==> src/inc/cae_pkg.sv <==
/*
 * cae_pkg: constants, opcode and state encodings and bus carriers for
 * the cpu arithmetic/branch execution block (cae_exec).
 * Assumes a 32-bit AXI4-Lite master with 8-bit byte addresses.
 */
package cae_pkg;

   // register byte offsets, one aligned word each
   localparam logic [7:0] CAE_OFS_CTRL    = 8'h00;
   localparam logic [7:0] CAE_OFS_DEST    = 8'h04;
   localparam logic [7:0] CAE_OFS_SOURCE  = 8'h08;
   localparam logic [7:0] CAE_OFS_WORD    = 8'h0C;
   localparam logic [7:0] CAE_OFS_POINTER = 8'h10;
   localparam logic [7:0] CAE_OFS_PC      = 8'h14;
   localparam logic [7:0] CAE_OFS_FLAGS   = 8'h18;
   localparam logic [7:0] CAE_OFS_PRODUCT = 8'h1C;
   localparam logic [7:0] CAE_OFS_RETURN  = 8'h20;
   localparam logic [7:0] CAE_OFS_STATUS  = 8'h24;

   // control word fields
   localparam int CAE_CTRL_OP_LSB   = 0;
   localparam int CAE_CTRL_OP_MSB   = 4;
   localparam int CAE_CTRL_LONG_BIT = 8;

   // flag bit positions
   localparam int CAE_FLAG_C = 0;
   localparam int CAE_FLAG_Z = 1;
   localparam int CAE_FLAG_N = 2;
   localparam int CAE_FLAG_V = 3;
   localparam int CAE_FLAG_S = 4;
   localparam int CAE_FLAG_H = 5;

   // status word fields
   localparam int CAE_STAT_BUSY    = 0;
   localparam int CAE_STAT_DONE    = 1;
   localparam int CAE_STAT_ILLEGAL = 2;
   localparam int CAE_STAT_CYC_LSB = 8;

   // reset values and the all-ones byte
   localparam logic [7:0]  CAE_RST_BYTE  = 8'h00;
   localparam logic [15:0] CAE_RST_WORD  = 16'h0000;
   localparam logic [31:0] CAE_RST_DATA  = 32'h0000_0000;
   localparam logic [7:0]  CAE_ALL_ONES  = 8'hFF;

   // execution lengths in clock cycles
   localparam logic [1:0] CAE_CYC_ONE   = 2'h1;
   localparam logic [1:0] CAE_CYC_TWO   = 2'h2;
   localparam logic [1:0] CAE_CYC_THREE = 2'h3;

   // program counter steps in words
   localparam logic [15:0] CAE_PC_STEP      = 16'h0001;
   localparam logic [15:0] CAE_PC_SKIP      = 16'h0002;
   localparam logic [15:0] CAE_PC_SKIP_LONG = 16'h0003;

   // bus responses
   localparam logic [1:0] CAE_RESP_OKAY   = 2'h0;
   localparam logic [1:0] CAE_RESP_SLVERR = 2'h2;

   typedef enum logic [4:0] {
      CAE_OP_ADD            = 5'b00000,
      CAE_OP_ADD_CARRY      = 5'b00001,
      CAE_OP_WORD_ADD_IMM   = 5'b00010,
      CAE_OP_SUB            = 5'b00011,
      CAE_OP_SUB_IMM        = 5'b00100,
      CAE_OP_SUB_BORROW     = 5'b00101,
      CAE_OP_SUB_IMM_BORROW = 5'b00110,
      CAE_OP_WORD_SUB_IMM   = 5'b00111,
      CAE_OP_AND            = 5'b01000,
      CAE_OP_AND_IMM        = 5'b01001,
      CAE_OP_OR             = 5'b01010,
      CAE_OP_OR_IMM         = 5'b01011,
      CAE_OP_XOR            = 5'b01100,
      CAE_OP_MASK_SET       = 5'b01101,
      CAE_OP_MASK_CLEAR     = 5'b01110,
      CAE_OP_ZERO_MINUS     = 5'b01111,
      CAE_OP_REG_ZEROING    = 5'b10000,
      CAE_OP_UNSIGNED_PROD  = 5'b10001,
      CAE_OP_SIGNED_PROD    = 5'b10010,
      CAE_OP_MIXED_PROD     = 5'b10011,
      CAE_OP_FRACTION_PROD  = 5'b10100,
      CAE_OP_SIGNED_FRAC    = 5'b10101,
      CAE_OP_MIXED_FRAC     = 5'b10110,
      CAE_OP_POINTER_JUMP   = 5'b10111,
      CAE_OP_POINTER_CALL   = 5'b11000,
      CAE_OP_EQUAL_SKIP     = 5'b11001
   } cae_op_type;

   typedef enum logic [0:0] {
      CAE_ST_IDLE = 1'b0,
      CAE_ST_EXEC = 1'b1
   } cae_state_type;

   typedef struct packed {
      logic [7:0]  awaddr;
      logic        awvalid;
      logic [31:0] wdata;
      logic [3:0]  wstrb;
      logic        wvalid;
      logic        bready;
      logic [7:0]  araddr;
      logic        arvalid;
      logic        rready;
   } cae_axi_req_type;

   typedef struct packed {
      logic        awready;
      logic        wready;
      logic        bvalid;
      logic [1:0]  bresp;
      logic        arready;
      logic        rvalid;
      logic [31:0] rdata;
      logic [1:0]  rresp;
   } cae_axi_rsp_type;

endpackage : cae_pkg

==> src/rtl/cae_exec.sv <==
/*
 * cae_exec: execution datapath of an 8-bit risc core (arithmetic, logic,
 * multiply, pointer jump/call, compare-and-skip) behind an AXI4-Lite
 * slave. Software loads operands, writes the control word to start one
 * operation and reads back destination, product, pc and flags.
 * Assumes one 200 MHz clock and a synchronous active-high reset.
 */
// The implementer's own choices: the AXI4-Lite interface to the registers and the register offsets.
// Function
// - add and add-with-carry write sum, set Z C N V H, one cycle.
// - word add immediate on 16-bit pair, sets Z C N V S, two cycles.
// - register subtract and with-borrow store difference, Z C N V H.
// - immediate subtract and with-borrow store difference, Z C N V H.
// - word subtract immediate on 16-bit pair, sets Z C N V S.
// - AND register or immediate, updates only Z N V S, one cycle.
// - OR register or immediate, updates Z N V, one cycle.
// - XOR stores bitwise difference in destination, Z N V, one cycle.
// - mask set ORs immediate into destination, Z N V, one cycle.
// - mask clear ANDs with 0xFF minus mask, Z N V, one cycle.
// - test ANDs register with itself, sets Z N V, one cycle.
// - zeroing XORs register with itself, sets Z N V, one cycle.
// - integer multiplies place 16-bit product in pair, Z C, two cycles.
// - fractional multiplies place product shifted left one, Z C.
// - pointer jump loads pc from pointer, flags kept, two cycles.
// - pointer call saves return address, loads pc, three cycles.
// - equal skip advances pc 2 or 3 when equal, 1/2/3 cycles.
`timescale 1ns/1ps
`default_nettype none

module cae_exec (
   // clock and reset
   input  wire logic                     clk_sys,
   input  wire logic                     reset,
   // register bus
   input  wire cae_pkg::cae_axi_req_type axi_req,
   output var  cae_pkg::cae_axi_rsp_type axi_rsp,
   // execution state
   output var  logic                     exec_busy
);
   import cae_pkg::*;

   // sets Z N V S from an 8-bit result and its overflow
   function automatic logic [7:0] flags_znv(input logic [7:0] f,
                                            input logic [7:0] r,
                                            input logic       v);
      logic [7:0] o;
      o              = f;
      o[CAE_FLAG_Z]  = (r == CAE_RST_BYTE);
      o[CAE_FLAG_N]  = r[7];
      o[CAE_FLAG_V]  = v;
      o[CAE_FLAG_S]  = r[7] ^ v;
      return o;
   endfunction : flags_znv

   // byte-lane merge of a bus write into an old word
   function automatic logic [31:0] lane_merge(input logic [31:0] old,
                                              input logic [31:0] neu,
                                              input logic [3:0]  strb);
      logic [31:0] o;
      o = old;
      for (int i = 0; i < 4; i++) begin
         if (strb[i]) begin
            o[i*8 +: 8] = neu[i*8 +: 8];
         end
      end
      return o;
   endfunction : lane_merge

   // architectural state
   cae_state_type state_reg, state_next;
   logic [1:0]    cnt_reg, cnt_next;
   cae_op_type    op_reg, op_next;
   logic          long_reg, long_next;
   logic [7:0]    dest_reg, dest_next;
   logic [7:0]    source_reg, source_next;
   logic [15:0]   word_reg, word_next;
   logic [15:0]   pointer_reg, pointer_next;
   logic [15:0]   pc_reg, pc_next;
   logic [7:0]    flags_reg, flags_next;
   logic [15:0]   product_reg, product_next;
   logic [15:0]   return_reg, return_next;
   logic          done_reg, done_next;
   logic          illegal_reg, illegal_next;
   logic [1:0]    last_cyc_reg, last_cyc_next;
   logic          busy_reg, busy_next;

   // bus state
   logic            aw_hold_reg, aw_hold_next;
   logic [7:0]      aw_addr_reg, aw_addr_next;
   logic            w_hold_reg, w_hold_next;
   logic [31:0]     w_data_reg, w_data_next;
   logic [3:0]      w_strb_reg, w_strb_next;
   cae_axi_rsp_type rsp_reg, rsp_next;

   // datapath results
   logic [7:0]  ex_dest;
   logic [15:0] ex_word;
   logic [15:0] ex_product;
   logic [15:0] ex_pc;
   logic [15:0] ex_return;
   logic [7:0]  ex_flags;
   logic [1:0]  ex_cycles;
   logic        ex_illegal;

   // arithmetic intermediates
   logic        add_cin, sub_cin, sgn_a, sgn_b;
   logic [8:0]  add9, sub9;
   logic [4:0]  add5, sub5;
   logic [16:0] wadd17, wsub17;
   logic [8:0]  mul_a, mul_b;
   logic [17:0] mul_raw;
   logic [15:0] mul_prod;
   logic [31:0] wr_merged;
   logic        do_write, commit;

   // shared adders; carry only enters for the with-carry variants
   always_comb begin
      add_cin = (op_reg == CAE_OP_ADD_CARRY) & flags_reg[CAE_FLAG_C];
      sub_cin = ((op_reg == CAE_OP_SUB_BORROW) |
                 (op_reg == CAE_OP_SUB_IMM_BORROW)) & flags_reg[CAE_FLAG_C];
      add9 = {1'b0, dest_reg} + {1'b0, source_reg} + {8'h00, add_cin};
      add5 = {1'b0, dest_reg[3:0]} + {1'b0, source_reg[3:0]}
             + {4'h0, add_cin};
      sub9 = {1'b0, dest_reg} - {1'b0, source_reg} - {8'h00, sub_cin};
      sub5 = {1'b0, dest_reg[3:0]} - {1'b0, source_reg[3:0]}
             - {4'h0, sub_cin};
      wadd17 = {1'b0, word_reg} + {9'h000, source_reg};
      wsub17 = {1'b0, word_reg} - {9'h000, source_reg};
   end

   // one 9x9 signed multiplier serves all six products
   always_comb begin
      sgn_a = (op_reg == CAE_OP_SIGNED_PROD) | (op_reg == CAE_OP_MIXED_PROD)
            | (op_reg == CAE_OP_SIGNED_FRAC) | (op_reg == CAE_OP_MIXED_FRAC);
      sgn_b = (op_reg == CAE_OP_SIGNED_PROD) | (op_reg == CAE_OP_SIGNED_FRAC);
      mul_a    = {sgn_a & dest_reg[7], dest_reg};
      mul_b    = {sgn_b & source_reg[7], source_reg};
      mul_raw  = 18'($signed(mul_a) * $signed(mul_b));
      mul_prod = mul_raw[15:0];
   end

   // operation decode; results are committed only at the last cycle
   always_comb begin
      ex_dest    = dest_reg;
      ex_word    = word_reg;
      ex_product = product_reg;
      ex_pc      = pc_reg + CAE_PC_STEP;
      ex_return  = return_reg;
      ex_flags   = flags_reg;
      ex_cycles  = CAE_CYC_ONE;
      ex_illegal = 1'b0;
      unique case (op_reg)
         CAE_OP_ADD, CAE_OP_ADD_CARRY: begin
            ex_dest  = add9[7:0];
            ex_flags = flags_znv(flags_reg, add9[7:0],
                          (dest_reg[7] ~^ source_reg[7])
                          & (add9[7] ^ dest_reg[7]));
            ex_flags[CAE_FLAG_C] = add9[8];
            ex_flags[CAE_FLAG_H] = add5[4];
         end
         CAE_OP_SUB, CAE_OP_SUB_BORROW,
         CAE_OP_SUB_IMM, CAE_OP_SUB_IMM_BORROW: begin
            ex_dest  = sub9[7:0];
            ex_flags = flags_znv(flags_reg, sub9[7:0],
                          (dest_reg[7] ^ source_reg[7])
                          & (sub9[7] ^ dest_reg[7]));
            ex_flags[CAE_FLAG_C] = sub9[8];
            ex_flags[CAE_FLAG_H] = sub5[4];
         end
         CAE_OP_WORD_ADD_IMM: begin
            ex_word   = wadd17[15:0];
            ex_cycles = CAE_CYC_TWO;
            ex_flags[CAE_FLAG_Z] = (wadd17[15:0] == CAE_RST_WORD);
            ex_flags[CAE_FLAG_N] = wadd17[15];
            ex_flags[CAE_FLAG_V] = ~word_reg[15] & wadd17[15];
            ex_flags[CAE_FLAG_C] = word_reg[15] & ~wadd17[15];
            ex_flags[CAE_FLAG_S] = wadd17[15] ^ (~word_reg[15] & wadd17[15]);
         end
         CAE_OP_WORD_SUB_IMM: begin
            ex_word   = wsub17[15:0];
            ex_cycles = CAE_CYC_TWO;
            ex_flags[CAE_FLAG_Z] = (wsub17[15:0] == CAE_RST_WORD);
            ex_flags[CAE_FLAG_N] = wsub17[15];
            ex_flags[CAE_FLAG_V] = word_reg[15] & ~wsub17[15];
            ex_flags[CAE_FLAG_C] = wsub17[15] & ~word_reg[15];
            ex_flags[CAE_FLAG_S] = wsub17[15] ^ (word_reg[15] & ~wsub17[15]);
         end
         CAE_OP_AND, CAE_OP_AND_IMM: begin
            ex_dest  = dest_reg & source_reg;
            ex_flags = flags_znv(flags_reg, ex_dest, 1'b0);
         end
         CAE_OP_OR, CAE_OP_OR_IMM: begin
            ex_dest  = dest_reg | source_reg;
            ex_flags = flags_znv(flags_reg, ex_dest, 1'b0);
         end
         CAE_OP_XOR: begin
            ex_dest  = dest_reg ^ source_reg;
            ex_flags = flags_znv(flags_reg, ex_dest, 1'b0);
         end
         CAE_OP_MASK_SET: begin
            ex_dest  = dest_reg | source_reg;
            ex_flags = flags_znv(flags_reg, ex_dest, 1'b0);
         end
         CAE_OP_MASK_CLEAR: begin
            ex_dest  = dest_reg & (CAE_ALL_ONES - source_reg);
            ex_flags = flags_znv(flags_reg, ex_dest, 1'b0);
         end
         CAE_OP_ZERO_MINUS: begin
            ex_dest  = dest_reg & dest_reg;
            ex_flags = flags_znv(flags_reg, ex_dest, 1'b0);
         end
         CAE_OP_REG_ZEROING: begin
            ex_dest  = dest_reg ^ dest_reg;
            ex_flags = flags_znv(flags_reg, ex_dest, 1'b0);
         end
         CAE_OP_UNSIGNED_PROD, CAE_OP_SIGNED_PROD, CAE_OP_MIXED_PROD: begin
            ex_product = mul_prod;
            ex_cycles  = CAE_CYC_TWO;
            ex_flags[CAE_FLAG_Z] = (mul_prod == CAE_RST_WORD);
            ex_flags[CAE_FLAG_C] = mul_prod[15];
         end
         CAE_OP_FRACTION_PROD, CAE_OP_SIGNED_FRAC, CAE_OP_MIXED_FRAC: begin
            ex_product = {mul_prod[14:0], 1'b0};
            ex_cycles  = CAE_CYC_TWO;
            // carry is the bit shifted out, zero tests the shifted word
            ex_flags[CAE_FLAG_Z] = ({mul_prod[14:0], 1'b0} == CAE_RST_WORD);
            ex_flags[CAE_FLAG_C] = mul_prod[15];
         end
         CAE_OP_POINTER_JUMP: begin
            ex_pc     = pointer_reg;
            ex_cycles = CAE_CYC_TWO;
         end
         CAE_OP_POINTER_CALL: begin
            ex_return = pc_reg + CAE_PC_STEP;
            ex_pc     = pointer_reg;
            ex_cycles = CAE_CYC_THREE;
         end
         CAE_OP_EQUAL_SKIP: begin
            // skipped word count depends on the length of the next opcode
            if (dest_reg == source_reg) begin
               ex_pc     = pc_reg + (long_reg ? CAE_PC_SKIP_LONG
                                              : CAE_PC_SKIP);
               ex_cycles = long_reg ? CAE_CYC_THREE : CAE_CYC_TWO;
            end
         end
         default: begin
            ex_illegal = 1'b1;
         end
      endcase
   end

   // write accepted once both halves are held and the response is free
   always_comb begin
      do_write  = aw_hold_reg & w_hold_reg & ~rsp_reg.bvalid;
      wr_merged = lane_merge(CAE_RST_DATA, w_data_reg, w_strb_reg);
      commit    = (state_reg == CAE_ST_EXEC) & (cnt_reg == ex_cycles - 2'd1);
   end

   // execution control and register file next values
   always_comb begin
      state_next    = state_reg;
      cnt_next      = cnt_reg;
      op_next       = op_reg;
      long_next     = long_reg;
      dest_next     = dest_reg;
      source_next   = source_reg;
      word_next     = word_reg;
      pointer_next  = pointer_reg;
      pc_next       = pc_reg;
      flags_next    = flags_reg;
      product_next  = product_reg;
      return_next   = return_reg;
      done_next     = done_reg;
      illegal_next  = illegal_reg;
      last_cyc_next = last_cyc_reg;
      // operands are frozen while busy so the datapath stays stable
      if (do_write && (state_reg == CAE_ST_IDLE)) begin
         unique case (aw_addr_reg)
            CAE_OFS_CTRL: begin
               op_next   = cae_op_type'(
                              w_data_reg[CAE_CTRL_OP_MSB:CAE_CTRL_OP_LSB]);
               long_next = w_data_reg[CAE_CTRL_LONG_BIT];
               state_next = CAE_ST_EXEC;
               cnt_next   = 2'd0;
               done_next  = 1'b0;
            end
            CAE_OFS_DEST:    dest_next    = wr_merged[7:0];
            CAE_OFS_SOURCE:  source_next  = wr_merged[7:0];
            CAE_OFS_WORD:    word_next    = wr_merged[15:0];
            CAE_OFS_POINTER: pointer_next = wr_merged[15:0];
            CAE_OFS_PC:      pc_next      = wr_merged[15:0];
            CAE_OFS_FLAGS:   flags_next   = wr_merged[7:0];
            default: begin
            end
         endcase
      end
      if (state_reg == CAE_ST_EXEC) begin
         cnt_next = cnt_reg + 2'd1;
      end
      if (commit) begin
         dest_next     = ex_dest;
         word_next     = ex_word;
         product_next  = ex_product;
         pc_next       = ex_pc;
         return_next   = ex_return;
         flags_next    = ex_flags;
         illegal_next  = ex_illegal;
         last_cyc_next = ex_cycles;
         done_next     = 1'b1;
         state_next    = CAE_ST_IDLE;
      end
      busy_next = (state_next == CAE_ST_EXEC);
   end

   // AXI4-Lite channel handling and read mux
   always_comb begin
      aw_hold_next = aw_hold_reg;
      aw_addr_next = aw_addr_reg;
      w_hold_next  = w_hold_reg;
      w_data_next  = w_data_reg;
      w_strb_next  = w_strb_reg;
      rsp_next     = rsp_reg;
      if (axi_req.awvalid && rsp_reg.awready) begin
         aw_hold_next = 1'b1;
         aw_addr_next = axi_req.awaddr;
      end
      if (axi_req.wvalid && rsp_reg.wready) begin
         w_hold_next = 1'b1;
         w_data_next = axi_req.wdata;
         w_strb_next = axi_req.wstrb;
      end
      if (rsp_reg.bvalid && axi_req.bready) begin
         rsp_next.bvalid = 1'b0;
      end
      if (do_write) begin
         aw_hold_next    = 1'b0;
         w_hold_next     = 1'b0;
         rsp_next.bvalid = 1'b1;
         rsp_next.bresp  = (aw_addr_reg > CAE_OFS_FLAGS)
                           ? CAE_RESP_SLVERR : CAE_RESP_OKAY;
      end
      rsp_next.awready = ~aw_hold_next;
      rsp_next.wready  = ~w_hold_next;
      if (rsp_reg.rvalid && axi_req.rready) begin
         rsp_next.rvalid = 1'b0;
      end
      if (axi_req.arvalid && rsp_reg.arready) begin
         rsp_next.rvalid = 1'b1;
         rsp_next.rresp  = CAE_RESP_OKAY;
         rsp_next.rdata  = CAE_RST_DATA;
         unique case (axi_req.araddr)
            CAE_OFS_CTRL: begin
               rsp_next.rdata[CAE_CTRL_OP_MSB:CAE_CTRL_OP_LSB] = op_reg;
               rsp_next.rdata[CAE_CTRL_LONG_BIT] = long_reg;
            end
            CAE_OFS_DEST:    rsp_next.rdata[7:0]  = dest_reg;
            CAE_OFS_SOURCE:  rsp_next.rdata[7:0]  = source_reg;
            CAE_OFS_WORD:    rsp_next.rdata[15:0] = word_reg;
            CAE_OFS_POINTER: rsp_next.rdata[15:0] = pointer_reg;
            CAE_OFS_PC:      rsp_next.rdata[15:0] = pc_reg;
            CAE_OFS_FLAGS:   rsp_next.rdata[7:0]  = flags_reg;
            CAE_OFS_PRODUCT: rsp_next.rdata[15:0] = product_reg;
            CAE_OFS_RETURN:  rsp_next.rdata[15:0] = return_reg;
            CAE_OFS_STATUS: begin
               rsp_next.rdata[CAE_STAT_BUSY]    = busy_reg;
               rsp_next.rdata[CAE_STAT_DONE]    = done_reg;
               rsp_next.rdata[CAE_STAT_ILLEGAL] = illegal_reg;
               rsp_next.rdata[CAE_STAT_CYC_LSB +: 2] = last_cyc_reg;
            end
            default: rsp_next.rresp = CAE_RESP_SLVERR;
         endcase
      end
      rsp_next.arready = ~rsp_next.rvalid;
   end

   // state registers
   always_ff @(posedge clk_sys) begin
      if (reset) begin
         state_reg    <= CAE_ST_IDLE;
         cnt_reg      <= 2'd0;
         op_reg       <= CAE_OP_ADD;
         long_reg     <= 1'b0;
         dest_reg     <= CAE_RST_BYTE;
         source_reg   <= CAE_RST_BYTE;
         word_reg     <= CAE_RST_WORD;
         pointer_reg  <= CAE_RST_WORD;
         pc_reg       <= CAE_RST_WORD;
         flags_reg    <= CAE_RST_BYTE;
         product_reg  <= CAE_RST_WORD;
         return_reg   <= CAE_RST_WORD;
         done_reg     <= 1'b0;
         illegal_reg  <= 1'b0;
         last_cyc_reg <= 2'd0;
         busy_reg     <= 1'b0;
         aw_hold_reg  <= 1'b0;
         aw_addr_reg  <= CAE_RST_BYTE;
         w_hold_reg   <= 1'b0;
         w_data_reg   <= CAE_RST_DATA;
         w_strb_reg   <= 4'h0;
         rsp_reg      <= '0;
      end else begin
         state_reg    <= state_next;
         cnt_reg      <= cnt_next;
         op_reg       <= op_next;
         long_reg     <= long_next;
         dest_reg     <= dest_next;
         source_reg   <= source_next;
         word_reg     <= word_next;
         pointer_reg  <= pointer_next;
         pc_reg       <= pc_next;
         flags_reg    <= flags_next;
         product_reg  <= product_next;
         return_reg   <= return_next;
         done_reg     <= done_next;
         illegal_reg  <= illegal_next;
         last_cyc_reg <= last_cyc_next;
         busy_reg     <= busy_next;
         aw_hold_reg  <= aw_hold_next;
         aw_addr_reg  <= aw_addr_next;
         w_hold_reg   <= w_hold_next;
         w_data_reg   <= w_data_next;
         w_strb_reg   <= w_strb_next;
         rsp_reg      <= rsp_next;
      end
   end

   // outputs straight from flops
   always_comb begin
      axi_rsp   = rsp_reg;
      exec_busy = busy_reg;
   end

endmodule : cae_exec

`default_nettype wire

==> config.mk <==
export PLATFORM = sky130hd
export DESIGN_NAME = cae_exec
export DESIGN_NICKNAME = d
export VERILOG_FILES = /design/src/inc/cae_pkg.sv /design/src/rtl/cae_exec.sv
export SDC_FILE = /design/constraint.sdc
export NUM_CORES = 1
export LEC_CHECK = 0
export BUFFER_PORTS_ARGS = -buffer_cell sky130_fd_sc_hd__buf_4
export CAP_MARGIN = 20
export CORE_ASPECT_RATIO = 0.75
export CORE_MARGIN = 4
export CORE_UTILIZATION = 50
export DETAILED_ROUTE_END_ITERATION = 7
export MAX_ROUTING_LAYER = met4
export PLACE_DENSITY = 0.68
export SYNTH_ARGS = -nofsm -noshare
export SYNTH_HDL_FRONTEND = slang
export SYNTH_SLANG_ARGS = --single-unit
==> constraint.sdc <==
create_clock -name clk_sys -period 14.6 [get_ports clk_sys]
set_input_delay 1.46 -clock clk_sys [delete_from_list [all_inputs] [get_ports clk_sys]]
set_output_delay 1.46 -clock clk_sys [all_outputs]
set_load 0.1 [all_outputs]
**Word level (Yosys, flattened, before mapping)**

Index checks and enable logic that the tools add are counted.

- Muxes and demuxes: 49
- Eq/ne operators: 54
- Multipliers: 1
- Order comparisons: 1
- Add/subtract/negate cells: 15
- Bitwise operators: 41
- Reduce and logical (&&, ||, !) cells: 57

Operator list:

| kind | number |
|---|---|
| 16-bit two-way mux | 7 |
| 16-bit case mux with 2 select lines | 3 |
| 8-bit logical NOT | 10 |
| 8-bit two-way mux | 8 |
| 8-bit case mux with 8 select lines | 1 |
| 3-bit case mux with 10 select lines | 2 |
| 8-bit by 5-bit == test with 1-bit output (second input constant) | 7 |
| 5-bit == test (second input constant) | 10 |
| 16-bit logical NOT | 3 |
| 5-bit by 4-bit == test with 1-bit output (second input constant) | 8 |
| 35-bit two-way mux | 1 |
| 8-bit by 4-bit == test with 1-bit output (second input constant) | 4 |
| 6-bit case mux with 5 select lines | 1 |
| 26-bit OR reduction | 1 |
| 8-bit bitwise AND | 3 |
| 2-bit case mux with 12 select lines | 1 |
| 3-bit case mux with 8 select lines | 1 |
| 5-bit by 3-bit == test with 1-bit output (second input constant) | 4 |
| 2-bit nonzero test | 10 |
| 2-bit case mux with 9 select lines | 1 |
| 3-bit AND reduction | 6 |
| 16-bit by 1-bit adder with 16-bit output (second input constant) | 1 |
| 16-bit by 2-bit adder with 16-bit output | 1 |
| 16-bit by 8-bit adder with 16-bit output | 1 |
| other kinds (50) | 123 |

- Output and inout port bits: 42
- Register bits after elaboration: 170
- Word-level logic and storage cells: 250
- Bits of input ports: 59

**Longest topological paths before layout**

- Depth after elaboration: 9
- Depth in mapped cells: 23
- Depth with buffers taken out: 22

**Least setup slack after synthesis**

No wires, ideal clock.

- Kind: reg2reg
- From: register op_reg[1]
- To: register flags_reg[0]
- Clock period less this slack: 5952 ps
- Setup slack: 8648 ps
- Cell stages (with the launch flop): 22
- Data required time: 14478 ps
- Library setup time: 122 ps
- Arrival: 5830 ps
- Path buffers: 1
- Cells stage by stage: dfxtp_1 clkbuf_1 nor3b_1 o211ai_1 nand2b_1 fa_1 fa_1 inv_1 fa_1 fa_1 inv_1 fa_1 inv_1 ha_1 a21oi_1 o22ai_1 o41ai_1 o21ai_0 xnor2_1 a221oi_1 a311oi_1 o311a_1

- Longest elaborated chain between the ends: 8
- Elaborated cells on any way between the ends: 61
- Those cells by class: 3 x add/sub; 1 x mul; 33 x eq/ne; 3 x mux; 10 x bitwise; 11 x reduce/logical

Ends and longest elaborated chain:

| element | line | source |
|---|---|---|
| start, declared | cae_exec.sv:72 | `cae_op_type op_reg, op_next;` |
| start signal, assigned | cae_exec.sv:404 | `op_reg <= op_next;` |
| 5-bit == test (tied with other cells) | cae_exec.sv:133, cae_exec.sv:135, cae_exec.sv:152 |  |
| 1-bit OR or 9-bit OR reduction (tied branches) | -- |  |
| 1-bit OR or 2-bit case mux with 3 select lines (tied branches) | cae_exec.sv:134, cae_exec.sv:152 |  |
| 1-bit OR or 2-bit by 1-bit subtractor with 2-bit output (tied branches) | cae_exec.sv:134, cae_exec.sv:256 |  |
| 1-bit bitwise AND or 2-bit == test (tied branches) | cae_exec.sv:136, cae_exec.sv:256 |  |
| 9-bit by 9-bit multiplier with 16-bit output or 1-bit bitwise AND (tied branches) | cae_exec.sv:138, cae_exec.sv:256 |  |
| 2-bit case mux with 12 select lines (tied with other cells) | cae_exec.sv:152 | `unique case (op_reg)` |
| 8-bit two-way mux or 9-bit AND reduction (tied branches) | -- |  |
| end signal, assigned | cae_exec.sv:411 | `flags_reg <= flags_next;` |
| end, declared | cae_exec.sv:79 | `logic [7:0] flags_reg, flags_next;` |

Several ways; a longest one is shown, not always the timed one. The select of a mux whose other input is x is not followed.
A chain may end at the register's enable or synchronous reset.

**Worst setup path in the final report**

- From: register op_reg[2]
- To: register flags_reg[0]

The elaborated chain is that of the path after synthesis.

==> results.md <==
* Startpoint types: register
* Outcome: complete, no violations
* TritonCTS clock tree: yes
* Pre-antenna DRT Iters at 8
* Max FFs per register at 23
* Per-cell routed wire length at 22.9 um
* Yosys top cell by area: dfxtp_1
* Die height at 157 um
* Setup bufs post-CTS at 0
* Largest net degree at the start of global routing at 78
* DR vias/cell at 6.30
* Unrepaired setup endpoints after global routing: no
* Post-synthesis cell type count at 88
* Finished Cell Area at 15,900 um^2
* Combinational power share at 9.4%
* Sw frac at 27.6%
* CTS Buf Count at 17
* Top cell by count, worst path: fa_1
* Synthesized area at 14,800 um^2
* Sw Pwr at 0.281 mW
* Max Cap Viol at 0
* Fmax at 136 MHz
* Synth async-reset ratio at 0%
* Leakage Power at 6.21 nW
* FF/Latch Area at 3360 um^2
* R2r setup slk at 7.27 ns
* Setup WS pre-CTS at 7.29 ns
* Final setup viols at 0
* Synth Warn # at 0
* Final WL at 52,600 um
* Share of cells above drive strength 1 at 8.44%
* Post-CTS Resized at 0
* RD Place Congestion at 1.00
* Synthesized flop and latch total at 168
* RR Startpoint: op_reg[2]
* Hold Crit Class: reg -> reg
* Final antenna-violating net count at 0
* Vias in the first global route at 13,139
* Final Hold Vio Count at 0
* Final setup margin at 7.27 ns
* Worst flop-to-flop path endpoint: flags_reg[0]
* Antenna cells at 0
* CP max stage cell: dfxtp_1
* Clk network pwr share at 43.7%
* Seq pwr share at 46.9%
* Post-place instance area at 15,300 um^2
* Top cells by area, synth: dfxtp_1 23%, fa_1 9.5%, ha_1 8.1%
* Worst vdd ir at 0.0000796 V
* CTS Buffer Depth at 2
* Worst Path Class, Setup: reg -> reg
* Hold Path Stages at 2
* Worst-path clk slew at 0.07 ns
* Total negative slack at 0 ns
* Power Internal at 0.737 mW
* Critical Path End Type: register
* DRT iter0 DRCs at 1,799
* Syn-to-layout area delta at 7.77%
* Post-layout min period at 7.33 ns
* Cts hold-fix bufs at 0
* Required @ worst endpoint at 14.99 ns
* Core Area at 29,100 um^2
* Total grt overflow at 0
* Critical path's top delay family: adder cells
* Reg2Reg Depth at 20
* Global-route wire length before repair at 80,400 um
* Ports at 101
* Filler cells at 2,815
* PD cells at 63.9 nW/um^2
* Max Slew Vio Count at 0
* Initial core utilization at 50.7%
* CTS Root Cell: clkbuf_16
* Skew final at 0.00691 ns
* Die width at 206 um
* Port bufs at 64
* Crit-path max FO at 23
* Hold_sp: axi_rsp[2]
* Arrival time at the worst endpoint at 7.72 ns
* Vias at 14,486
* Critical-path cell list: nor3b_1, o211ai_1, nand2b_1, fa_1, fa_1, inv_1, fa_1, fa_1, inv_1, fa_1, inv_1, ha_1, a21oi_1, o22ai_1, o41ai_1, o21ai_0, xnor2_1, a221oi_1, a311oi_1, o311a_1
* Nets@finish at 2,120
* Die ar. at 32,400 um^2
* Average size of a mapped cell at 7.74 um^2
* DP Wirelength at 40,000 um
* Post-synth EDFFs at 0
* Area share of the largest cell type after synthesis at 22.8%
* Clk_lat worst skew at 0.44 ns
* Rows at 54
* Clk sink count at 168
* Initial antenna violation count at 0
* Sequential fraction of the synthesis area at 22.8%
* GRT Total Usage at 33.2%
* Multi-input combinational cell area at 10,300 um^2
* Post-route DRC at 0
* Htree depth at 4
* Worst-margin pin slew at 1.03 ns
* Hold Path Sink: axi_rsp[2]
* CP max stage delay at 0.86 ns
* Ys flop type: dfxtp_1
* Buffers & Inverters on Critical Path at 3
* Relative slew slack at 31.1%
* Synth Instances at 1,910
* Final worst path period share at 50.2%
==> worst min-delay path, delay by kind of cell (launching register included) <==
family / cells / cell delay [ns]
flip-flops: 1 / 0.31
AND/OR/NAND/NOR: 1 / 0.05
AO/OA/AOI/OAI: 1 / 0.05
==> worst max-delay path by stage <==
stage	startpoint	slack, ns	cells past startpoint	end
global route	op_reg[2]	6.94	20	flags_reg[0]
detailed placement	op_reg[2]	7.29	20	flags_reg[1]
CTS	op_reg[2]	7.27	20	flags_reg[1]
floorplan	op_reg[1]	8.65	21	flags_reg[0]
global placement	op_reg[2]	7.36	20	flags_reg[1]
finish	op_reg[2]	7.27	20	flags_reg[0]
==> cell usage after synthesis, types with 23 or more instances <==
| master | instances |
|---|---|
| a211oi_1 | 49 |
| a21oi_1 | 155 |
| a221oi_1 | 28 |
| a22oi_1 | 30 |
| clkbuf_1 | 94 |
| dfxtp_1 | 168 |
| fa_1 | 70 |
| ha_1 | 96 |
| inv_1 | 137 |
| mux2i_1 | 26 |
| nand2_1 | 221 |
| nand3_1 | 58 |
| nor2_1 | 222 |
| nor3_1 | 44 |
| o21ai_0 | 63 |
| xnor2_1 | 42 |
| xor2_1 | 23 |
==> placed cells by master, fill, tap and decap left out, types with 42 or more instances in the layout <==
cell,n
nand2_1,221
ha_1,96
dfxtp_1,168
xnor2_1,42
inv_1,137
nand3_1,58
nor2_1,222
a211oi_1,49
nor3_1,43
a21oi_1,155
buf_4,83
fa_1,70
o21ai_0,63
==> power by group through the flow <==
| stage | clock [mW] | combinational, mW | sequential (mW) |
|---|---|---|---|
| 6_report | 0.445 | 0.0955 | 0.478 |
| 3_3_place_gp | 0 | 0.0930 | 0.487 |
| 3_5_place_dp | 0 | 0.0937 | 0.487 |
| 4_1_cts | 0.450 | 0.0939 | 0.477 |
| 2_1_floorplan | 0 | 0.0580 | 0.501 |
| 5_1_grt | 0.470 | 0.101 | 0.478 |
==> cell type report <==
| type | count | area share (%) |
|---|---|---|
| clock inverter | 10 | 0.605 |
| timing repair buffer | 87 | 4.18 |
| multi-input combinational | 1482 | 64.8 |
| clock buffer | 21 | 2.95 |
| tap | 392 | 3.08 |
| sequential | 168 | 21.1 |
| inverter | 139 | 3.28 |
==> kinds of logic after synthesis <==
kind of cell,synth area share (%)
AO/OA/AOI/OAI,23.1
XOR/XNOR,3.96
adder cells (fa/ha/maj),17.6
buffers and inverters,8.03
flip-flops,22.8
multiplexers,2.64
other,0.0254
AND/OR/NAND/NOR,21.9
==> metal layers <==
layer / track usage, % / vias to the layer above / part of all wire (%)
met2: 42.7 / 792 / 39
met4: 7.57 / 0 / 1.7
li1: - / 6689 / -
met3: 9.20 / 52 / 13
met1: 50.7 / 6953 / 46
met5: - / - / 0
==> metrics by stage <==
stage | utilization, % | std cells | hold WS [ns] | power (mW)
5_1_grt | 54.7 | 2299 | 0.479 | 1.05
6_report | 54.7 | 2299 | 0.458 | 1.02
3_5_place_dp | 52.6 | 2265 | 0.449 | 0.581
3_3_place_gp | 52.6 | 2264 | 0.441 | 0.580
4_1_cts | 54.6 | 2296 | 0.458 | 1.02
2_1_floorplan | - | 1927 | 0.428 | 0.559
Power figures use the tool's default switching activity.
